===== src/taer_pkg.sv =====
// Notes on behaviour
// - Alert has interrupt, comparator, critical-only behaviours.
// - Interrupt alert holds until event clear written.
// - Below limits, mode select bit picks behaviour.
// - Comparator alert follows out-of-limit condition.
// - Critical alert holds until below limit minus hysteresis.
// - All comparisons use programmed hysteresis; the code applies it only to falling-temperature comparisons.
// - Window entry and exit both trigger alert.
// - Reset: monitoring, pointer zero, limits zero, comparator.
// - Interface resets when clock low past timeout.
// - Host keeps serial clock above timeout rate.
// - Write-only pointer selects register, defaults capability.
// - Write-only reads zero; read-only writes ignored.
// - Host avoids writing reserved locations.
// - Capability reads fixed value, upper byte zero.
// - Shutdown releases alert; exit resumes immediately.
// - Status bit cleared in shutdown, resumes after.
// - Resolution field reports eighth-degree steps.
// - Negative temperatures carry sign bit.
// - Host programs limits and configuration first.
// - Pointed registers are sixteen bits wide.
// - Sensor accesses need device type code 0011.
// - Hysteresis codes: none, 1.5, 3.0, 6.0 degrees.
// - Temperature updated at least eight times per second.
package taer_pkg;

  // ----------------------------------------------------------------
  // Timing
  // ----------------------------------------------------------------
  localparam int unsigned CLK_KHZ            = 20000;
  localparam int unsigned BUS_LOW_TIMEOUT_MS = 25;
  localparam int unsigned BUS_LOW_CYCLES     = BUS_LOW_TIMEOUT_MS * CLK_KHZ;
  localparam int unsigned CONV_PERIOD_MS     = 125;
  localparam int unsigned CONV_CYCLES        = CONV_PERIOD_MS * CLK_KHZ;

  // ----------------------------------------------------------------
  // Sensor register map and layout
  // ----------------------------------------------------------------
  localparam logic [7:0]  REG_CAPABILITY  = 8'h00;
  localparam logic [7:0]  REG_CONFIG      = 8'h01;
  localparam logic [7:0]  REG_UPPER       = 8'h02;
  localparam logic [7:0]  REG_LOWER       = 8'h03;
  localparam logic [7:0]  REG_CRITICAL    = 8'h04;
  localparam logic [7:0]  REG_TEMPERATURE = 8'h05;
  localparam logic [7:0]  REG_MAKER       = 8'h06;
  localparam logic [7:0]  REG_PART        = 8'h07;
  localparam logic [7:0]  REG_TIMEOUT     = 8'h22;
  localparam logic [7:0]  POINTER_RESET   = 8'h00;
  localparam logic [15:0] CAPABILITY_VAL  = 16'h00f7;
  localparam logic [15:0] LIMIT_RESET     = 16'h0000;
  localparam logic [15:0] TRIP_MASK       = 16'h1ffc;
  localparam logic [12:0] TEMP_MASK       = 13'h1ffe;
  localparam logic [3:0]  SENSOR_TYPE     = 4'h3;
  localparam int          CFG_MODE        = 0;
  localparam int          CFG_POL         = 1;
  localparam int          CFG_CRIT_ONLY   = 2;
  localparam int          CFG_OUT_EN      = 3;
  localparam int          CFG_STATUS      = 4;
  localparam int          CFG_CLEAR       = 5;
  localparam int          CFG_WIN_LOCK    = 6;
  localparam int          CFG_CRIT_LOCK   = 7;
  localparam int          CFG_SHUTDOWN    = 8;
  localparam int          CFG_HYST_LO     = 9;
  localparam int          TMO_ENABLE      = 0;
  localparam logic [13:0] HYST_1P5        = 14'h0018;
  localparam logic [13:0] HYST_3P0        = 14'h0030;
  localparam logic [13:0] HYST_6P0        = 14'h0060;

  // ----------------------------------------------------------------
  // Host controller registers on AHB-Lite
  // ----------------------------------------------------------------
  localparam logic [7:0] HOST_CMD    = 8'h00;
  localparam logic [7:0] HOST_WDATA  = 8'h04;
  localparam logic [7:0] HOST_STATUS = 8'h08;
  localparam int         CMD_GO      = 0;
  localparam int         CMD_WRITE   = 1;
  localparam int         CMD_PTR     = 2;
  localparam int         CMD_HOLD    = 3;
  localparam int         CMD_ADDR_LO = 4;
  localparam int         CMD_PTR_LO  = 16;

  typedef enum logic {TAER_OFF, TAER_BUSY} taer_host_state_t;

endpackage


===== src/taer_link_if.sv =====
interface taer_link_if;
  logic        scl;
  logic        req;
  logic [7:0]  req_addr;
  logic [7:0]  req_ptr;
  logic        req_ptr_only;
  logic [15:0] req_wdata;
  logic        done;
  logic        acked;
  logic        timed_out;
  logic [15:0] rdata;
  logic        alert_o;
  logic        alert_oe;
  logic        alert_line;

  // Open-drain alert with pull-up: low only while driven low.
  assign alert_line = alert_oe ? 1'b1 : alert_o;

  modport dev (
    input  scl,
    input  req,
    input  req_addr,
    input  req_ptr,
    input  req_ptr_only,
    input  req_wdata,
    output done,
    output acked,
    output timed_out,
    output rdata,
    output alert_o,
    output alert_oe
  );

  modport host (
    output scl,
    output req,
    output req_addr,
    output req_ptr,
    output req_ptr_only,
    output req_wdata,
    input  done,
    input  acked,
    input  timed_out,
    input  rdata,
    input  alert_line
  );
endinterface


===== src/taer_device.sv =====
module taer_device #(
  parameter int unsigned TIMEOUT_CYCLES = taer_pkg::BUS_LOW_CYCLES,
  parameter int unsigned CONV_CYCLES    = taer_pkg::CONV_CYCLES,
  parameter logic [15:0] MAKER_ID       = 16'h0a5a,  // Arbitrary value.
  parameter logic [15:0] PART_ID        = 16'h0c01   // Arbitrary value.
) (
  input  wire logic  hclk,
  input  wire logic  hresetn,
  taer_link_if.dev   link,
  input  wire logic  [2:0]  strap_addr,
  input  wire logic  [12:0] temp_sample,
  input  wire logic  temp_sample_valid,
  output logic       conv_start
);
  import taer_pkg::*;

  typedef struct packed {
    logic        scl_m;
    logic        scl_s;
    logic        req_m;
    logic        req_s;
    logic [7:0]  ptr;
    logic        evt_mode;
    logic        evt_pol;
    logic        crit_only;
    logic        out_en;
    logic        win_lock;
    logic        crit_lock;
    logic        shutdown;
    logic [1:0]  hyst;
    logic [15:0] upper;
    logic [15:0] lower;
    logic [15:0] crit;
    logic [12:0] temp;
    logic        above_up;
    logic        below_lo;
    logic        above_crit;
    logic        evt_latch;
    logic        tmo_en;
    logic [19:0] tmo_cnt;
    logic [21:0] conv_cnt;
    logic        conv_start;
    logic        seen;
    logic        done;
    logic        acked;
    logic        timed_out;
    logic [15:0] rdata;
    logic        alert_o;
    logic        alert_oe;
  } taer_dev_state_t;

  taer_dev_state_t st_ff;
  taer_dev_state_t nxt_st;

  logic signed [13:0] t_s;
  logic signed [13:0] up_s;
  logic signed [13:0] lo_s;
  logic signed [13:0] cr_s;
  logic signed [13:0] hyst_s;
  logic               active;
  logic               drive_low;
  logic               hit;
  logic               wr;
  logic               aligned;
  logic [15:0]        cfg_rd;

  // ----------------------------------------------------------------
  // Threshold arithmetic
  // ----------------------------------------------------------------
  always_comb begin
    t_s  = {st_ff.temp[12], st_ff.temp};
    up_s = {st_ff.upper[12], st_ff.upper[12:0]};
    lo_s = {st_ff.lower[12], st_ff.lower[12:0]};
    cr_s = {st_ff.crit[12], st_ff.crit[12:0]};
    case (st_ff.hyst)
      2'b01:   hyst_s = HYST_1P5;
      2'b10:   hyst_s = HYST_3P0;
      2'b11:   hyst_s = HYST_6P0;
      default: hyst_s = 14'h0000;
    endcase
    if (st_ff.crit_only) begin
      active = st_ff.above_crit;
    end else if (st_ff.evt_mode) begin
      active = st_ff.evt_latch | st_ff.above_crit;
    end else begin
      active = st_ff.above_up | st_ff.below_lo | st_ff.above_crit;
    end
    cfg_rd = 16'h0000;
    cfg_rd[CFG_MODE]      = st_ff.evt_mode;
    cfg_rd[CFG_POL]       = st_ff.evt_pol;
    cfg_rd[CFG_CRIT_ONLY] = st_ff.crit_only;
    cfg_rd[CFG_OUT_EN]    = st_ff.out_en;
    cfg_rd[CFG_STATUS]    = active & ~st_ff.shutdown;
    cfg_rd[CFG_WIN_LOCK]  = st_ff.win_lock;
    cfg_rd[CFG_CRIT_LOCK] = st_ff.crit_lock;
    cfg_rd[CFG_SHUTDOWN]  = st_ff.shutdown;
    cfg_rd[CFG_HYST_LO+:2] = st_ff.hyst;
  end

  // ----------------------------------------------------------------
  // Next state
  // ----------------------------------------------------------------
  always_comb begin
    nxt_st = st_ff;
    nxt_st.scl_m = link.scl;
    nxt_st.scl_s = st_ff.scl_m;
    nxt_st.req_m = link.req;
    nxt_st.req_s = st_ff.req_m;
    // The request is delayed as far as the clock synchroniser, so a clock pulled
    // low together with the request is seen before the access can be taken.
    aligned = link.req && st_ff.req_m && st_ff.req_s;
    nxt_st.done = 1'b0;
    nxt_st.conv_start = 1'b0;
    hit = link.req_addr[7:4] == SENSOR_TYPE && link.req_addr[3:1] == strap_addr;
    wr = 1'b0;

    // Conversion pacing; the converter answers with temp_sample_valid.
    if (!st_ff.shutdown) begin
      if (st_ff.conv_cnt >= 22'(CONV_CYCLES - 1)) begin
        nxt_st.conv_cnt = 22'h000000;
        nxt_st.conv_start = 1'b1;
      end else begin
        nxt_st.conv_cnt = st_ff.conv_cnt + 22'h000001;
      end
      if (temp_sample_valid) begin
        nxt_st.temp = temp_sample & TEMP_MASK;
      end
    end

    // Hysteresis only moves the threshold crossed on falling temperature (the lower trip point, the upper and critical release points).
    if (t_s > up_s) begin
      nxt_st.above_up = 1'b1;
    end else if (t_s < up_s - hyst_s) begin
      nxt_st.above_up = 1'b0;
    end
    if (t_s < lo_s - hyst_s) begin
      nxt_st.below_lo = 1'b1;
    end else if (t_s > lo_s) begin
      nxt_st.below_lo = 1'b0;
    end
    if (t_s > cr_s) begin
      nxt_st.above_crit = 1'b1;
    end else if (t_s < cr_s - hyst_s) begin
      nxt_st.above_crit = 1'b0;
    end

    // Link access, taken only while the serial clock is released.
    if (!link.req) begin
      nxt_st.seen = 1'b0;
    end
    if (!st_ff.scl_s && aligned && st_ff.tmo_en && !st_ff.seen) begin
      if (st_ff.tmo_cnt >= 20'(TIMEOUT_CYCLES - 1)) begin
        nxt_st.seen = 1'b1;
        nxt_st.done = 1'b1;
        nxt_st.acked = 1'b0;
        nxt_st.timed_out = 1'b1;
        nxt_st.tmo_cnt = 20'h00000;
      end else begin
        nxt_st.tmo_cnt = st_ff.tmo_cnt + 20'h00001;
      end
    end else begin
      nxt_st.tmo_cnt = 20'h00000;
    end
    if (st_ff.scl_s && aligned && !st_ff.seen) begin
      nxt_st.seen = 1'b1;
      nxt_st.done = 1'b1;
      nxt_st.acked = hit;
      nxt_st.timed_out = 1'b0;
      nxt_st.rdata = 16'h0000;
      if (hit && !link.req_addr[0]) begin
        nxt_st.ptr = link.req_ptr;
        wr = !link.req_ptr_only;
      end else if (hit) begin
        if (st_ff.ptr == REG_CAPABILITY) begin
          nxt_st.rdata = CAPABILITY_VAL;
        end else if (st_ff.ptr == REG_CONFIG) begin
          nxt_st.rdata = cfg_rd;
        end else if (st_ff.ptr == REG_UPPER) begin
          nxt_st.rdata = st_ff.upper;
        end else if (st_ff.ptr == REG_LOWER) begin
          nxt_st.rdata = st_ff.lower;
        end else if (st_ff.ptr == REG_CRITICAL) begin
          nxt_st.rdata = st_ff.crit;
        end else if (st_ff.ptr == REG_TEMPERATURE) begin
          nxt_st.rdata = {st_ff.above_crit, st_ff.above_up, st_ff.below_lo, st_ff.temp};
        end else if (st_ff.ptr == REG_MAKER) begin
          nxt_st.rdata = MAKER_ID;
        end else if (st_ff.ptr == REG_PART) begin
          nxt_st.rdata = PART_ID;
        end else if (st_ff.ptr == REG_TIMEOUT) begin
          nxt_st.rdata = {15'h0000, st_ff.tmo_en};
        end
      end
    end

    // Register writes; read-only and reserved targets keep their contents.
    if (wr) begin
      if (link.req_ptr == REG_CONFIG) begin
        nxt_st.evt_mode  = link.req_wdata[CFG_MODE];
        nxt_st.evt_pol   = link.req_wdata[CFG_POL];
        nxt_st.crit_only = link.req_wdata[CFG_CRIT_ONLY];
        nxt_st.out_en    = link.req_wdata[CFG_OUT_EN];
        nxt_st.win_lock  = link.req_wdata[CFG_WIN_LOCK];
        nxt_st.crit_lock = st_ff.crit_lock | link.req_wdata[CFG_CRIT_LOCK];
        nxt_st.hyst      = link.req_wdata[CFG_HYST_LO+:2];
        if (!st_ff.win_lock && !st_ff.crit_lock) begin
          nxt_st.shutdown = link.req_wdata[CFG_SHUTDOWN];
        end
        if (link.req_wdata[CFG_CLEAR]) begin
          nxt_st.evt_latch = 1'b0;
        end
      end else if (link.req_ptr == REG_UPPER && !st_ff.win_lock) begin
        nxt_st.upper = link.req_wdata & TRIP_MASK;
      end else if (link.req_ptr == REG_LOWER && !st_ff.win_lock) begin
        nxt_st.lower = link.req_wdata & TRIP_MASK;
      end else if (link.req_ptr == REG_CRITICAL && !st_ff.crit_lock) begin
        nxt_st.crit = link.req_wdata & TRIP_MASK;
      end else if (link.req_ptr == REG_TIMEOUT) begin
        nxt_st.tmo_en = link.req_wdata[TMO_ENABLE];
      end
    end

    // A window crossing in either direction sets the latch; set beats clear.
    if (!st_ff.shutdown && ((nxt_st.above_up != st_ff.above_up) ||
        (nxt_st.below_lo != st_ff.below_lo))) begin
      nxt_st.evt_latch = 1'b1;
    end

    // Output stage: polarity picks which level is driven low.
    drive_low = st_ff.evt_pol ? !(st_ff.out_en && active) : (st_ff.out_en && active);
    nxt_st.alert_o  = 1'b0;
    nxt_st.alert_oe = st_ff.shutdown || !drive_low;
  end

  always_ff @(posedge hclk or negedge hresetn) begin
    if (!hresetn) begin
      st_ff <= '{
        ptr: POINTER_RESET, upper: LIMIT_RESET, lower: LIMIT_RESET,
        crit: LIMIT_RESET, rdata: 16'h0000, alert_oe: 1'b1, scl_m: 1'b1,
        scl_s: 1'b1, default: '0};
    end else begin
      st_ff <= nxt_st;
    end
  end

  assign link.done      = st_ff.done;
  assign link.acked     = st_ff.acked;
  assign link.timed_out = st_ff.timed_out;
  assign link.rdata     = st_ff.rdata;
  assign link.alert_o   = st_ff.alert_o;
  assign link.alert_oe  = st_ff.alert_oe;
  assign conv_start     = st_ff.conv_start;
endmodule


===== src/flat_wrapper.sv =====
// flat-port wrapper written by rule: the top's interface ports become plain ports
module taer_device_flat import taer_pkg::*;
#(
  parameter int unsigned TIMEOUT_CYCLES = taer_pkg::BUS_LOW_CYCLES,
  parameter int unsigned CONV_CYCLES    = taer_pkg::CONV_CYCLES,
  parameter logic [15:0] MAKER_ID       = 16'h0a5a,                     
  parameter logic [15:0] PART_ID        = 16'h0c01                      
)
  (hclk, hresetn, strap_addr, temp_sample, temp_sample_valid, conv_start, link_scl, link_req, link_req_addr, link_req_ptr, link_req_ptr_only, link_req_wdata, link_done, link_acked, link_timed_out, link_rdata, link_alert_o, link_alert_oe);
  taer_link_if link_i ();
  input  wire logic hclk;
  input  wire logic hresetn;
  input  wire logic  [2:0] strap_addr;
  input  wire logic  [12:0] temp_sample;
  input  wire logic temp_sample_valid;
  output logic conv_start;
  input wire logic [$bits(link_i.scl)-1:0] link_scl;
  input wire logic [$bits(link_i.req)-1:0] link_req;
  input wire logic [$bits(link_i.req_addr)-1:0] link_req_addr;
  input wire logic [$bits(link_i.req_ptr)-1:0] link_req_ptr;
  input wire logic [$bits(link_i.req_ptr_only)-1:0] link_req_ptr_only;
  input wire logic [$bits(link_i.req_wdata)-1:0] link_req_wdata;
  output wire logic [$bits(link_i.done)-1:0] link_done;
  output wire logic [$bits(link_i.acked)-1:0] link_acked;
  output wire logic [$bits(link_i.timed_out)-1:0] link_timed_out;
  output wire logic [$bits(link_i.rdata)-1:0] link_rdata;
  output wire logic [$bits(link_i.alert_o)-1:0] link_alert_o;
  output wire logic [$bits(link_i.alert_oe)-1:0] link_alert_oe;
  assign link_i.scl = link_scl;
  assign link_i.req = link_req;
  assign link_i.req_addr = link_req_addr;
  assign link_i.req_ptr = link_req_ptr;
  assign link_i.req_ptr_only = link_req_ptr_only;
  assign link_i.req_wdata = link_req_wdata;
  assign link_done = link_i.done;
  assign link_acked = link_i.acked;
  assign link_timed_out = link_i.timed_out;
  assign link_rdata = link_i.rdata;
  assign link_alert_o = link_i.alert_o;
  assign link_alert_oe = link_i.alert_oe;
  taer_device #(.TIMEOUT_CYCLES(TIMEOUT_CYCLES), .CONV_CYCLES(CONV_CYCLES), .MAKER_ID(MAKER_ID), .PART_ID(PART_ID)) u_core (.hclk(hclk), .hresetn(hresetn), .link(link_i), .strap_addr(strap_addr), .temp_sample(temp_sample), .temp_sample_valid(temp_sample_valid), .conv_start(conv_start));
endmodule

===== config.mk =====
export PLATFORM = sky130hd
export DESIGN_NAME = taer_device_flat
export DESIGN_NICKNAME = d
export VERILOG_FILES = /design/src/taer_pkg.sv /design/src/taer_link_if.sv /design/src/taer_device.sv /design/src/flat_wrapper.sv
export SDC_FILE = /design/constraint.sdc
export NUM_CORES = 1
export LEC_CHECK = 0
export ABC_AREA = 1
export CORE_ASPECT_RATIO = 0.6
export CORE_MARGIN = 2
export CORE_UTILIZATION = 49
export DETAILED_ROUTE_END_ITERATION = 7
export DONT_BUFFER_PORTS = 1
export PLACE_DENSITY_LB_ADDON = 0.12
export SLEW_MARGIN = 20
export SYNTH_ARGS = -nofsm -noshare
export SYNTH_HDL_FRONTEND = slang
export SYNTH_SLANG_ARGS = --single-unit

===== constraint.sdc =====
create_clock -name hclk -period 3.9 [get_ports hclk]
set_input_delay 0.195 -clock hclk [delete_from_list [all_inputs] [get_ports hclk]]
set_output_delay 0.195 -clock hclk [all_outputs]
set_load 0.005 [all_outputs]

# After elaboration in Yosys (flattened, before gate mapping)
# Cells that the tools add are included.
dict set report classes {
  add_sub_neg 5
  magnitude_cmp 8
  eq_ne 20
  n_mux 41
  bitwise_logic 10
  reduce_logical 43
}
# cell count
set ops {}
lappend ops {{16-bit 2-to-1 mux} 10}
lappend ops {{20-bit 2-to-1 mux} 3}
lappend ops {{13-bit by 14-bit < comparator with 1-bit output} 3}
lappend ops {{13-bit by 8-bit subtractor with 14-bit output} 3}
lappend ops {{8-bit by 3-bit equality test with 1-bit output (second input constant)} 5}
lappend ops {{13-bit > comparator} 3}
lappend ops {{8-bit by 2-bit equality test with 1-bit output (second input constant)} 4}
lappend ops {{1-bit 2-to-1 mux} 23}
lappend ops {{22-bit by 1-bit adder with 22-bit output (second input constant)} 1}
lappend ops {{22-bit >= comparator (second input constant)} 1}
lappend ops {{22-bit 2-to-1 mux} 1}
lappend ops {{7-bit one-hot mux with 3 select lines} 1}
lappend ops {{20-bit by 1-bit adder with 20-bit output (second input constant)} 1}
lappend ops {{20-bit by 19-bit >= comparator with 1-bit output (second input constant)} 1}
lappend ops {{8-bit by 1-bit equality test with 1-bit output (second input constant)} 2}
lappend ops {{8-bit by 6-bit equality test with 1-bit output (second input constant)} 2}
lappend ops {{1-bit logical AND} 15}
lappend ops {{2-bit nonzero test} 6}
lappend ops {{1-bit logical NOT} 9}
lappend ops {{3-bit AND reduction} 3}
lappend ops {{8-bit logical NOT} 1}
lappend ops {{4-bit 2-to-1 mux} 2}
lappend ops {{2-bit AND reduction} 4}
lappend ops {{6-bit AND reduction} 1}
lappend ops {{other kinds (12)} 22}
dict set report word_totals {
  register_bits 135
  elab_cells 158
}

# Logic depth before layout (Yosys ltp)
# Gate-level depths: netlist (run 1).
dict set report depth {
  ltp_word 13
  ltp_mapped 25
  ltp_nobuf 25
}

# Worst setup path before layout (run 1)
# OpenSTA, ideal clock, no wires.
dict set report synth_timing {
  path_type {register -> register}
  start {register u_core.st_ff (netlist bit u_core.cfg_rd[10])}
  end {register u_core.st_ff[66] (netlist name)}
  setup_ns 0.120
  t_arrival_ns 3.091
  slack_ns 0.688
  path_stages_with_launch 23
  cell_sequence {dfrtp_1 -> inv_1 -> ha_1 -> fa_1 -> a21o_1 -> a21oi_1 -> nand4_1 -> o21ai_0 -> inv_1 -> ha_1 -> nand2_1 -> nor2_1 -> nand2_1 -> nor2_1 -> nand2_1 -> nand3_1 -> nand2_1 -> nand2_1 -> inv_1 -> nand3_1 -> nand3_1 -> nand2_1 -> nand2_1}
}
dict set report synth_via {
  elab_chain_cells 11
  word_cells_on_any_way 20
  classes_between {add/sub (2); order compare (2); eq/ne (5); mux (5); reduce/logical (6)}
}
# element line
set synth_rtl {}
lappend synth_rtl {{start: declaration} taer_device.sv:52} ;# taer_dev_state_t st_ff;
lappend synth_rtl {{start signal: assignment} taer_device.sv:237} ;# st_ff <= '{
lappend synth_rtl {{start signal: assignment} taer_device.sv:242} ;# st_ff <= nxt_st;
lappend synth_rtl {{2-bit equality test / 2-bit by 1-bit equality test with 1-bit output (equally long branches)} taer_device.sv:75} ;# case (st_ff.hyst)
lappend synth_rtl {{7-bit one-hot mux with 3 select lines *} taer_device.sv:75}
lappend synth_rtl {{13-bit by 8-bit subtractor with 14-bit output} taer_device.sv:133} ;# end else if (t_s < up_s - hyst_s) begin
lappend synth_rtl {{13-bit by 14-bit < comparator with 1-bit output} taer_device.sv:133}
lappend synth_rtl {{1-bit 2-to-1 mux} taer_device.sv:133}
lappend synth_rtl {{1-bit 2-to-1 mux} taer_device.sv:131} ;# if (t_s > up_s) begin
lappend synth_rtl {{1-bit != test} taer_device.sv:224} ;# if (!st_ff.shutdown && ((nxt_st.above_up != st_ff.above_up) ||
lappend synth_rtl {{1-bit logical OR *} taer_device.sv:224}
lappend synth_rtl {{1-bit logical AND *} taer_device.sv:224}
lappend synth_rtl {{2-bit nonzero test (no source line)} --}
lappend synth_rtl {{3-bit AND reduction (no source line)} --}
# Mark *: on every way between the ends. The rest lies on a longest branch, timed or not.
# A chain may end at the register's enable or synchronous reset.

# Worst setup path in the final report (run 1)
# Ends and elaborated chain as after synthesis.

==> flow_summary.json, run 1 <==
{
  "cp_slowest_stage_delay_ns": 0.41,
  "synth.avg_cell_area_um2": 7.92,
  "cts_num_sinks": 135,
  "syn_inst": 1147,
  "max_freq_ghz": 0.281,
  "netlist-cell-type-count": 51,
  "final_layout_size_suffix_gt1_share_pct": 7.98,
  "required_ns": 4.20,
  "vdd_drop_max_uv": 317,
  "synth_most_common_cell": "sky130_fd_sc_hd__nand2_1",
  "setup.worst_path.start_class": "register",
  "timing.critical_path.cells": "inv_1 > ha_2 > ha_1 > inv_1 > fa_1 > a21o_1 > a21oi_2 > nand4_1 > o21ai_0 > inv_1 > ha_1 > nand2_1 > nor2_1 > nand2_1 > nor2_1 > nand2_1 > nand3_1 > nand2_1 > nand2_1 > inv_1 > nand3_1 > nand3_1 > nand2_1 > nand2_1",
  "synth.top_cells.by_count": "sky130_fd_sc_hd__nand2_1, sky130_fd_sc_hd__inv_1, sky130_fd_sc_hd__dfrtp_1, sky130_fd_sc_hd__nor2_1, sky130_fd_sc_hd__ha_1",
  "numPortBuffers": 0,
  "insertion_delay_ns": 0.44,
  "run_status": "completed",
  "drt-initial-drc-count": 710,
  "insertedDiodeCount": 0,
  "period_minus_ws_final_ns": 3.55,
  "core_footprint_um2": 18100,
  "viasPerCell": 5.42,
  "cp_max_fo": 4,
  "cts-root-buf": "sky130_fd_sc_hd__clkbuf_16",
  "grt-ovfl-total": 0,
  "grt_pass1_wl_um": 40500,
  "static-leakage-power_uw": 0.00478,
  "arrival_time_of_the_worst_setup_path_ns": 3.86,
  "crit_path_end_kind": "register",
  "critPathSlowestCell": "sky130_fd_sc_hd__fa_1",
  "cap_viol_max_count": 0,
  "clockBufferDepth": 2,
  "synth-edff-count": 0,
  "finalMaxSlewViolations": 0,
  "drcViolationCount": 0,
  "design.final.nets": 1304,
  "initial_core_util_pct": 50.2,
  "cts.clk_slew.worst_paths_ns": 0.06,
  "antenna_found_initial": 0,
  "timing_hold_violations_final": 0,
  "synth_largest_type_area_fraction_pct": 36.3,
  "setup_viol": 0,
  "ctsHtreeMaxLevel": 4,
  "areaGrowthSynthToFinish_pct": 11.3,
  "detailed_place_hpwl_um": 20000,
  "worstSetupPathType": "reg -> reg",
  "via_count": 7680,
  "synth_area_um2": 9090,
  "worstHoldPathType": "in -> reg",
  "synth_top_cells_by_area": "sky130_fd_sc_hd__dfrtp_1, sky130_fd_sc_hd__ha_1, sky130_fd_sc_hd__nand2_1",
  "ff2ff_setup_slack_ns": 0.35,
  "ys_warn_count": 0,
  "number_of_global_route_vias_before_repair": 7111,
  "seq_area_frac_synth_pct": 37.2,
  "cpLargestDelayFamily": "adder cells",
  "ioPinCount": 76,
  "pwr_density_cell_nw_per_um2": 351,
  "synth_top_cell_by_area": "sky130_fd_sc_hd__dfrtp_1",
  "cts-buffers-inserted": 17,
  "fin_skew_ns": 0.0107,
  "ffs_w_async_s_r_synth_pct": 100,
  "floorplan.die.width_um": 180,
  "fp-row-count": 38,
  "routed_wirelength_um": 25600,
  "place_congestion": 0.966,
  "worst_pin_slew_ns": 0.716,
  "global_route.usage.total_pct": 27.3,
  "post-place-ws_ns": 0.171,
  "postRouteAntennaNets": 0,
  "floorplan.die_area_um2": 19700,
  "grt_start_max_net_pins": 136,
  "max_slew_margin_pct": 52.2,
  "critPathBufInv": 4,
  "wl_per_cell_um": 18.1,
  "postCtsSetupBuffers": 0,
  "post-route-util_pct": 55.9,
  "synth_ff_type": "sky130_fd_sc_hd__dfrtp_1",
  "cts_tree": "built",
  "postLayoutSetupSlackWorst_ns": 0.345,
  "cp_common_cell": "sky130_fd_sc_hd__nand2_1",
  "ys_ff_latch": 135,
  "final.period_utilization_pct": 91.1,
  "drt_pass1_iterations": 6,
  "fp.dieH_um": 109,
  "totalPowerFinal_uw": 3550
}
[through the flow]
step / area [µm²] / TNS (ns) / hold WS (ns) / std cells
after floorplan: 9090 / 0 / -0.101 / 1148
after global placement: 9170 / 0 / -0.0983 / 1358
after detailed placement: 9170 / 0 / -0.0987 / 1358
after CTS: 10100 / 0 / 0.000632 / 1418
after global routing: 10100 / -0.000946 / 0.0203 / 1418
final: 10100 / 0 / 0.00862 / 1418
[cells in the final DEF (no fill, tap or decap), types with 4 or more instances in the layout]
cell type / n
sky130_fd_sc_hd__mux2_2: 5
sky130_fd_sc_hd__o22ai_1: 5
sky130_fd_sc_hd__o21ai_0: 60
sky130_fd_sc_hd__ha_1: 81
sky130_fd_sc_hd__nor2_2: 4
sky130_fd_sc_hd__o21ai_1: 10
sky130_fd_sc_hd__nand3_1: 44
sky130_fd_sc_hd__xor2_1: 32
sky130_fd_sc_hd__inv_2: 5
sky130_fd_sc_hd__nand2_1: 247
sky130_fd_sc_hd__xnor2_1: 10
sky130_fd_sc_hd__dfrtp_1: 131
sky130_fd_sc_hd__clkbuf_16: 17
sky130_fd_sc_hd__dlygate4sd3_1: 27
sky130_fd_sc_hd__o21ai_2: 22
sky130_fd_sc_hd__nor4_1: 4
sky130_fd_sc_hd__a21o_1: 6
sky130_fd_sc_hd__a31oi_1: 4
sky130_fd_sc_hd__nor2_1: 109
sky130_fd_sc_hd__o31ai_1: 4
sky130_fd_sc_hd__inv_1: 166
sky130_fd_sc_hd__nand4_1: 35
sky130_fd_sc_hd__nor3_1: 23
sky130_fd_sc_hd__o221ai_1: 7
sky130_fd_sc_hd__inv_6: 4
sky130_fd_sc_hd__bufinv_16: 4
sky130_fd_sc_hd__a21oi_1: 56
[final cells by class]
type / count / area [µm²]
fillers: 1751 / 8000
multi-input cells: 810 / 4850
flip-flops and latches: 135 / 3380
inverters: 171 / 642
clock buffers: 18 / 439
repair buffers: 30 / 313
well taps: 240 / 300
clock inverters: 14 / 195
[path summary, 6_finish.rpt]
kind | startpoint | endpoint | cells past startpoint
max in group asynchronous | hresetn | u_core.st_ff[147] | 2
worst min-delay path | link_req_wdata[6] | u_core.lo_s[6] | 2
worst max register to register | u_core.cfg_rd[10] | u_core.st_ff[66] | 24
min in group asynchronous | hresetn | u_core.st_ff[53] | 2
worst max-delay path | u_core.cfg_rd[10] | u_core.st_ff[66] | 24
worst min register to register | u_core.nxt_st[150] | u_core.st_ff[150] | 0
[state kept, by name, indices dropped and copies added, names as in the netlist]
register	flops
u_core.link.rdata	16
u_core.conv_start	1
u_core.link.done	1
u_core.link.alert_oe	1
u_core.nxt_st	2
u_core.lo_s	11
u_core.link.timed_out	1
u_core.link.acked	1
u_core.cr_s	11
u_core.cfg_rd	9
u_core.st_ff	81
[layer usage]
metal | global-route usage, % | vias to the layer above | wire length, µm
li1 | - | 3805 | -
met1 | 44.8 | 3552 | 13900
met2 | 32.9 | 294 | 8720
met3 | 8.25 | 29 | 2700
met4 | 7.20 | 0 | 310
met5 | 0 | - | 0
[power by group]
| part | internal (µW) | switching, µW |
|---|---|---|
| Clock | 1090 | 654 |
| Sequential | 1430 | 52.3 |
| Combinational | 127 | 204 |
[logic make-up (layout without fill, tap and decap cells)]
logic type | after synthesis | count (layout) | synth area share [%]
compound gates | 187 | 187 | 12.3
xor+xnor | 42 | 42 | 4.05
fa+ha+maj | 85 | 85 | 11.9
buf+inv | 203 | 233 | 9.69
flops | 135 | 135 | 37.2
mux | 5 | 5 | 0.619
other cells | 1 | 2 | 0.0413
simple gates | 489 | 489 | 24.2
[timing repair]
item / CTS / global route
resized for setup: 0 / 5
hold buffers: 28 / 0
endpoints found under the setup margin: 0 / 3
hold endpoints to repair: 168 / 0
[worst reg2reg max path, stage by stage (launching register included)]
cell and delay, ns:
sky130_fd_sc_hd__dfrtp_1 0.40, sky130_fd_sc_hd__inv_1 0.09, sky130_fd_sc_hd__ha_2 0.24, sky130_fd_sc_hd__ha_1 0.16
sky130_fd_sc_hd__inv_1 0.06, sky130_fd_sc_hd__fa_1 0.41, sky130_fd_sc_hd__a21o_1 0.19, sky130_fd_sc_hd__a21oi_2 0.17
sky130_fd_sc_hd__nand4_1 0.15, sky130_fd_sc_hd__o21ai_0 0.18, sky130_fd_sc_hd__inv_1 0.06, sky130_fd_sc_hd__ha_1 0.35
sky130_fd_sc_hd__nand2_1 0.09, sky130_fd_sc_hd__nor2_1 0.15, sky130_fd_sc_hd__nand2_1 0.08, sky130_fd_sc_hd__nor2_1 0.09
sky130_fd_sc_hd__nand2_1 0.07, sky130_fd_sc_hd__nand3_1 0.08, sky130_fd_sc_hd__nand2_1 0.06, sky130_fd_sc_hd__nand2_1 0.06
sky130_fd_sc_hd__inv_1 0.05, sky130_fd_sc_hd__nand3_1 0.06, sky130_fd_sc_hd__nand3_1 0.07, sky130_fd_sc_hd__nand2_1 0.06
sky130_fd_sc_hd__nand2_1 0.05
No activity file was read; power rests on OpenSTA's default activity.
==> run 2: changes to the inputs <==
--- a/config.mk
+++ b/config.mk
@@ -8,7 +8,8 @@
 export ABC_AREA = 1
 export CORE_ASPECT_RATIO = 0.6
 export CORE_MARGIN = 2
-export CORE_UTILIZATION = 49
+export CORE_UTILIZATION = 35
+export CTS_BUF_LIST = sky130_fd_sc_hd__clkbuf_16
 export DETAILED_ROUTE_END_ITERATION = 7
 export DONT_BUFFER_PORTS = 1
 export PLACE_DENSITY_LB_ADDON = 0.12
==> flow_summary.json, run 2 (synthesis gave the netlist of run 1 again) <==
{
  "run_status": "completed",
  "ioPinCount": 76,
  "global_route.usage.total_pct": 21.4,
  "vdd_drop_max_uv": 215,
  "grt_start_max_net_pins": 136,
  "required_ns": 4.26,
  "ff2ff_setup_slack_ns": 0.38,
  "cp_common_cell": "sky130_fd_sc_hd__inv_1",
  "worst_pin_slew_ns": 0.743,
  "largest_register": "u_core.st_ff",
  "pwr_density_cell_nw_per_um2": 330,
  "final.period_utilization_pct": 90.3,
  "postRouteAntennaNets": 0,
  "insertion_delay_ns": 0.44,
  "cts-root-buf": "sky130_fd_sc_hd__clkbuf_16",
  "finalMaxSlewViolations": 0,
  "layout_common_cells": "sky130_fd_sc_hd__nand2_1, sky130_fd_sc_hd__inv_1, sky130_fd_sc_hd__dfrtp_1, sky130_fd_sc_hd__nor2_1, sky130_fd_sc_hd__ha_1",
  "core_footprint_um2": 25400,
  "cp_max_fo": 3,
  "arrival_time_of_the_worst_setup_path_ns": 3.88,
  "worstSetupPathType": "reg -> reg",
  "cts.clk_slew.worst_paths_ns": 0.06,
  "max_slew_margin_pct": 50.4,
  "design.final.nets": 1309,
  "max_freq_ghz": 0.284,
  "number_of_global_route_vias_before_repair": 7186,
  "ctsHtreeMaxLevel": 4,
  "antenna_found_initial": 2,
  "floorplan.die.width_um": 212,
  "drt_pass1_iterations": 7,
  "timing.rr.start": "u_core.cfg_rd[10]",
  "setup_tns_ns": 0,
  "worstHoldPathCells": 2,
  "setup_viol": 0,
  "grt-ovfl-total": 0,
  "detailed_place_hpwl_um": 21400,
  "flip_flop_count_of_the_largest_register_all_copies_and_words_added": 81,
  "cp_slowest_stage_delay_ns": 0.40,
  "hold-path-endpoint": "u_core.st_ff[117]",
  "period_minus_ws_final_ns": 3.52,
  "critPathSlowestCell": "sky130_fd_sc_hd__fa_1",
  "viasPerCell": 4.91,
  "layout_commonest_cell": "sky130_fd_sc_hd__nand2_1",
  "floorplan.die_area_um2": 27300,
  "crit_path_end_kind": "register",
  "cts-buffers-inserted": 17,
  "cts_tree": "built",
  "cpLargestDelayFamily": "adder cells",
  "fp.dieH_um": 129,
  "areaGrowthSynthToFinish_pct": 12.5,
  "numPortBuffers": 0,
  "holdCritStartpoint": "link_req_wdata[2]",
  "clockBufferDepth": 2,
  "setup.worst_path.start_class": "register",
  "wl_per_cell_um": 17.8,
  "via_count": 7527,
  "timing_hold_violations_final": 0,
  "totalPowerFinal_uw": 3380,
  "worstReg2RegEnd": "u_core.st_ff[67]",
  "drt-initial-drc-count": 601,
  "insertedDiodeCount": 0,
  "cts_num_sinks": 135,
  "drcViolationCount": 0,
  "worstHoldPathType": "in -> reg",
  "final_layout_size_suffix_gt1_share_pct": 7.78,
  "place_congestion": 0.949,
  "cap_viol_max_count": 0,
  "critPathBufInv": 5,
  "r2r.worst_path.cells": 18,
  "fin_skew_ns": 0.00916,
  "routed_wirelength_um": 27200,
  "grt_pass1_wl_um": 42900,
  "setup_repair_after_global_routing_missed_its_margin": "false",
  "static-leakage-power_uw": 0.00477,
  "initial_core_util_pct": 35.8,
  "fp-row-count": 45,
  "timing.critical_path.cells": "inv_1 > ha_2 > ha_1 > inv_1 > fa_1 > a21o_1 > a21oi_1 > nand4_1 > o21ai_0 > inv_1 > ha_1 > inv_1 > nor3_1 > nand3_1 > nand4_1 > xor2_1 > inv_1 > o21ai_0"
}
[run 2: cell count changes in the layout (fill, tap and decap cells not counted), sizes merged]
cell,previous run,this run
bufinv,4,2
clkinvlp,1,3
clkinv,5,7
clkbuf,18,17
buf,3,5
dlygate4sd3,27,30
inv,175,173
[run 2: routing by layer]
metal / track usage (%) / routed length [µm] / vias to the layer above
li1: - / - / 3818
met2: 25.8 / 9390 / 180
met5: 0 / 23 / -
met3: 6.91 / 2210 / 37
met4: 6.17 / 442 / 4
met1: 34.4 / 15200 / 3488
[run 2: final cells by class]
| cell class | instances | area [µm²] |
|---|---|---|
| Clock buffer | 17 | 425 |
| Clock inverter | 14 | 136 |
| Fill cell | 2622 | 15200 |
| Inverter | 171 | 642 |
| Multi-Input combinational cell | 810 | 4840 |
| Sequential cell | 135 | 3380 |
| Tap cell | 352 | 440 |
| Timing Repair Buffer | 35 | 358 |
[run 2: worst max path at each step]
stage	slack (ns)	depth (start not counted)	startpoint	endpoint
2_1_floorplan	0.69	22	u_core.cfg_rd[10]	u_core.st_ff[66]
3_3_place_gp	0.21	20	u_core.cfg_rd[9]	u_core.st_ff[66]
3_5_place_dp	0.17	20	u_core.cfg_rd[9]	u_core.st_ff[66]
4_1_cts	0.16	20	u_core.cfg_rd[9]	u_core.st_ff[66]
5_1_grt	0.01	24	u_core.cfg_rd[10]	u_core.st_ff[66]
6_report	0.38	18	u_core.cfg_rd[10]	u_core.st_ff[67]
[run 2: where the power goes]
part	leakage [µW]	internal (µW)	switching, µW
sequential	0.00179	1430	51.8
combinational	0.00270	128	203
clock	0.000274	929	641
total	0.00477	2480	896
[run 2: repair_timing]
| item | in CTS | in global routing |
|---|---|---|
| buffers inserted | 0 | 1 |
| endpoints found under the hold margin | 173 | 0 |
| hold buffers | 31 | 0 |
| endpoints found under the setup margin | 0 | 3 |
| resized for setup | 0 | 6 |
[run 2: stage by stage]
step                hold slack, ns  util [%]  instance area [µm²]  instances  setup slack (ns)
floorplan                   -0.101         -                 9090       1148             0.688
detailed placement         -0.0929      36.7                 9320       1471             0.173
global placement           -0.0930      36.7                 9320       1471             0.206
global route                0.0108      40.3                10200       1534            0.0134
finish                      0.0338      40.3                10200       1534             0.379
CTS                        0.00667      40.2                10200       1533             0.159
==> run 3: changes to the inputs <==
--- a/config.mk
+++ b/config.mk
@@ -8,7 +8,7 @@
 export ABC_AREA = 1
 export CORE_ASPECT_RATIO = 0.6
 export CORE_MARGIN = 2
-export CORE_UTILIZATION = 35
+export CORE_UTILIZATION = 46
 export CTS_BUF_LIST = sky130_fd_sc_hd__clkbuf_16
 export DETAILED_ROUTE_END_ITERATION = 7
 export DONT_BUFFER_PORTS = 1
==> flow_summary.json, run 3 (synthesis gave the netlist of run 1 again) <==
{
  "cts-root-buf": "sky130_fd_sc_hd__clkbuf_16",
  "antenna_found_initial": 0,
  "routed_wirelength_um": 26200,
  "detailed_place_hpwl_um": 20100,
  "grt_pass1_wl_um": 40900,
  "totalPowerFinal_uw": 3580,
  "clockBufferDepth": 2,
  "global_route.usage.total_pct": 26.5,
  "drcViolationCount": 0,
  "setup_repair_after_global_routing_missed_its_margin": "false",
  "static-leakage-power_uw": 0.00478,
  "max_freq_ghz": 0.272,
  "largest_register": "u_core.st_ff",
  "post-place-ws_ns": 0.194,
  "wl_per_cell_um": 18.2,
  "floorplan.die.width_um": 185,
  "crit_path_end_kind": "register",
  "timing.rr.start": "u_core.cfg_rd[9]",
  "finalMaxSlewViolations": 0,
  "drt_pass1_iterations": 5,
  "worstReg2RegEnd": "u_core.st_ff[66]",
  "final_layout_size_suffix_gt1_share_pct": 7.38,
  "cap_viol_max_count": 0,
  "holdCritStartpoint": "link_req_wdata[10]",
  "r2r.worst_path.cells": 23,
  "worstSetupPathType": "reg -> reg",
  "vdd_drop_max_uv": 290,
  "cp_max_fo": 6,
  "number_of_global_route_vias_before_repair": 6978,
  "required_ns": 4.21,
  "fp-row-count": 39,
  "grtUsageMet2_pct": 30.1,
  "initial_core_util_pct": 47.4,
  "postLayoutSetupSlackWorst_ns": 0.220,
  "arrival_time_of_the_worst_setup_path_ns": 3.99,
  "cts_tree": "built",
  "layout_commonest_cell": "sky130_fd_sc_hd__nand2_1",
  "insertedDiodeCount": 0,
  "areaGrowthSynthToFinish_pct": 11.6,
  "final.period_utilization_pct": 94.4,
  "flip_flop_count_of_the_largest_register_all_copies_and_words_added": 81,
  "pwr_density_cell_nw_per_um2": 353,
  "cts_num_sinks": 135,
  "run_status": "completed",
  "fillers": 1854,
  "cts.clk_slew.worst_paths_ns": 0.06,
  "worst_pin_slew_ns": 0.702,
  "drt-initial-drc-count": 655,
  "setup.worst_path.start_class": "register",
  "worstHoldPathCells": 2,
  "period_minus_ws_final_ns": 3.68,
  "postCtsSetupBuffers": 0,
  "setup_viol": 0,
  "insertion_delay_ns": 0.44,
  "grt.met1_usage_pct": 44.9,
  "floorplan.die_area_um2": 20900,
  "cts-buffers-inserted": 17,
  "hold-path-endpoint": "u_core.st_ff[125]",
  "timing_hold_violations_final": 0,
  "via_count": 7694,
  "ioPinCount": 76,
  "layout_common_cells": "sky130_fd_sc_hd__nand2_1, sky130_fd_sc_hd__inv_1, sky130_fd_sc_hd__dfrtp_1, sky130_fd_sc_hd__nor2_1, sky130_fd_sc_hd__ha_1",
  "viasPerCell": 5.32,
  "ctsHtreeMaxLevel": 4,
  "grt-ovfl-total": 0,
  "setup_tns_ns": 0,
  "ff2ff_setup_slack_ns": 0.22,
  "max_slew_margin_pct": 53.2,
  "core_footprint_um2": 19200,
  "postRouteAntennaNets": 0,
  "worstHoldPathType": "in -> reg",
  "design.final.nets": 1305,
  "grt_busiest_layer": "met1",
  "grtUsageMet3_pct": 9.33,
  "fin_skew_ns": 0.00748,
  "place_congestion": 0.976,
  "numPortBuffers": 0,
  "grt_start_max_net_pins": 136,
  "fp.dieH_um": 113
}
run 3: changes by cell type in the layout (fill, tap and decap cells not counted), sizes merged:
| cell | delta |
|---|---|
| clkinv | -1 |
| bufinv | +3 |
| dlygate4sd3 | -3 |
| inv | -1 |
| buf | -1 |
run 3: per-stage QoR:
step	std cells	hold slack, ns	instance area (µm²)	utilization [%]
2_1_floorplan	1148	-0.101	9090	-
3_3_place_gp	1385	-0.0986	9210	48.0
3_5_place_dp	1385	-0.0989	9210	48.0
4_1_cts	1445	0.0156	10100	52.9
5_1_grt	1445	0.0242	10100	52.9
6_report	1445	0.0236	10100	52.9
run 3: worst max-delay path, cell delays in order, from the launching register on:
cell and delay [ns]:
sky130_fd_sc_hd__dfrtp_1 0.45, sky130_fd_sc_hd__ha_2 0.49, sky130_fd_sc_hd__ha_1 0.27, sky130_fd_sc_hd__nand3_1 0.08, sky130_fd_sc_hd__nand2_1 0.09, sky130_fd_sc_hd__nand2_1 0.08
sky130_fd_sc_hd__nand2_1 0.07, sky130_fd_sc_hd__nor4_1 0.46, sky130_fd_sc_hd__nand3_1 0.16, sky130_fd_sc_hd__xor2_1 0.18, sky130_fd_sc_hd__ha_1 0.29, sky130_fd_sc_hd__nand2_1 0.06
sky130_fd_sc_hd__nor2_1 0.14, sky130_fd_sc_hd__nand2_1 0.07, sky130_fd_sc_hd__nor2_1 0.08, sky130_fd_sc_hd__nand2_1 0.08, sky130_fd_sc_hd__nand3_1 0.07, sky130_fd_sc_hd__nand2_1 0.05
sky130_fd_sc_hd__nand2_1 0.07, sky130_fd_sc_hd__inv_1 0.05, sky130_fd_sc_hd__nand3_1 0.06, sky130_fd_sc_hd__nand3_1 0.10, sky130_fd_sc_hd__nand2_1 0.07, sky130_fd_sc_hd__nand2_1 0.05
run 3: timing repair:
action,in CTS,in global routing
hold buffers,28,0
setup endpoints to repair,0,1
hold endpoints to repair,168,0
resized for setup,0,1
run 3: final cells by class:
| class | instances | area [µm²] | share of cell area (%) |
|---|---|---|---|
| well taps | 266 | 333 | 3.28 |
| flip-flops and latches | 135 | 3380 | 33.3 |
| repair buffers | 31 | 320 | 3.16 |
| multi-input cells | 810 | 4830 | 47.6 |
| inverters | 171 | 642 | 6.33 |
| clock buffers | 17 | 425 | 4.19 |
| clock inverters | 15 | 210 | 2.07 |
run 3: how the worst max path moves through the flow:
stage / from / slack [ns] / to
after CTS: u_core.cfg_rd[9] / 0.18 / u_core.st_ff[66]
final: u_core.cfg_rd[9] / 0.22 / u_core.st_ff[66]
after detailed placement: u_core.cfg_rd[9] / 0.19 / u_core.st_ff[66]
after floorplan: u_core.cfg_rd[10] / 0.69 / u_core.st_ff[66]
after global routing: u_core.cfg_rd[9] / 0.01 / u_core.st_ff[66]
after global placement: u_core.cfg_rd[9] / 0.25 / u_core.st_ff[66]
run 3: where the power goes:
| group | internal, µW | switching, µW | total, µW |
|---|---|---|---|
| logic | 126 | 204 | 330 |
| registers | 1430 | 52.5 | 1480 |
| clock network | 1120 | 649 | 1770 |
| total | 2680 | 905 | 3580 |
run 3: metal layers:
metal	vias up	part of all wire, %	wire, µm
li1	3808	-	-
met1	3581	54	14200
met2	288	34	8970
met3	17	11	2920
met4	0	0.76	199
met5	-	0	0
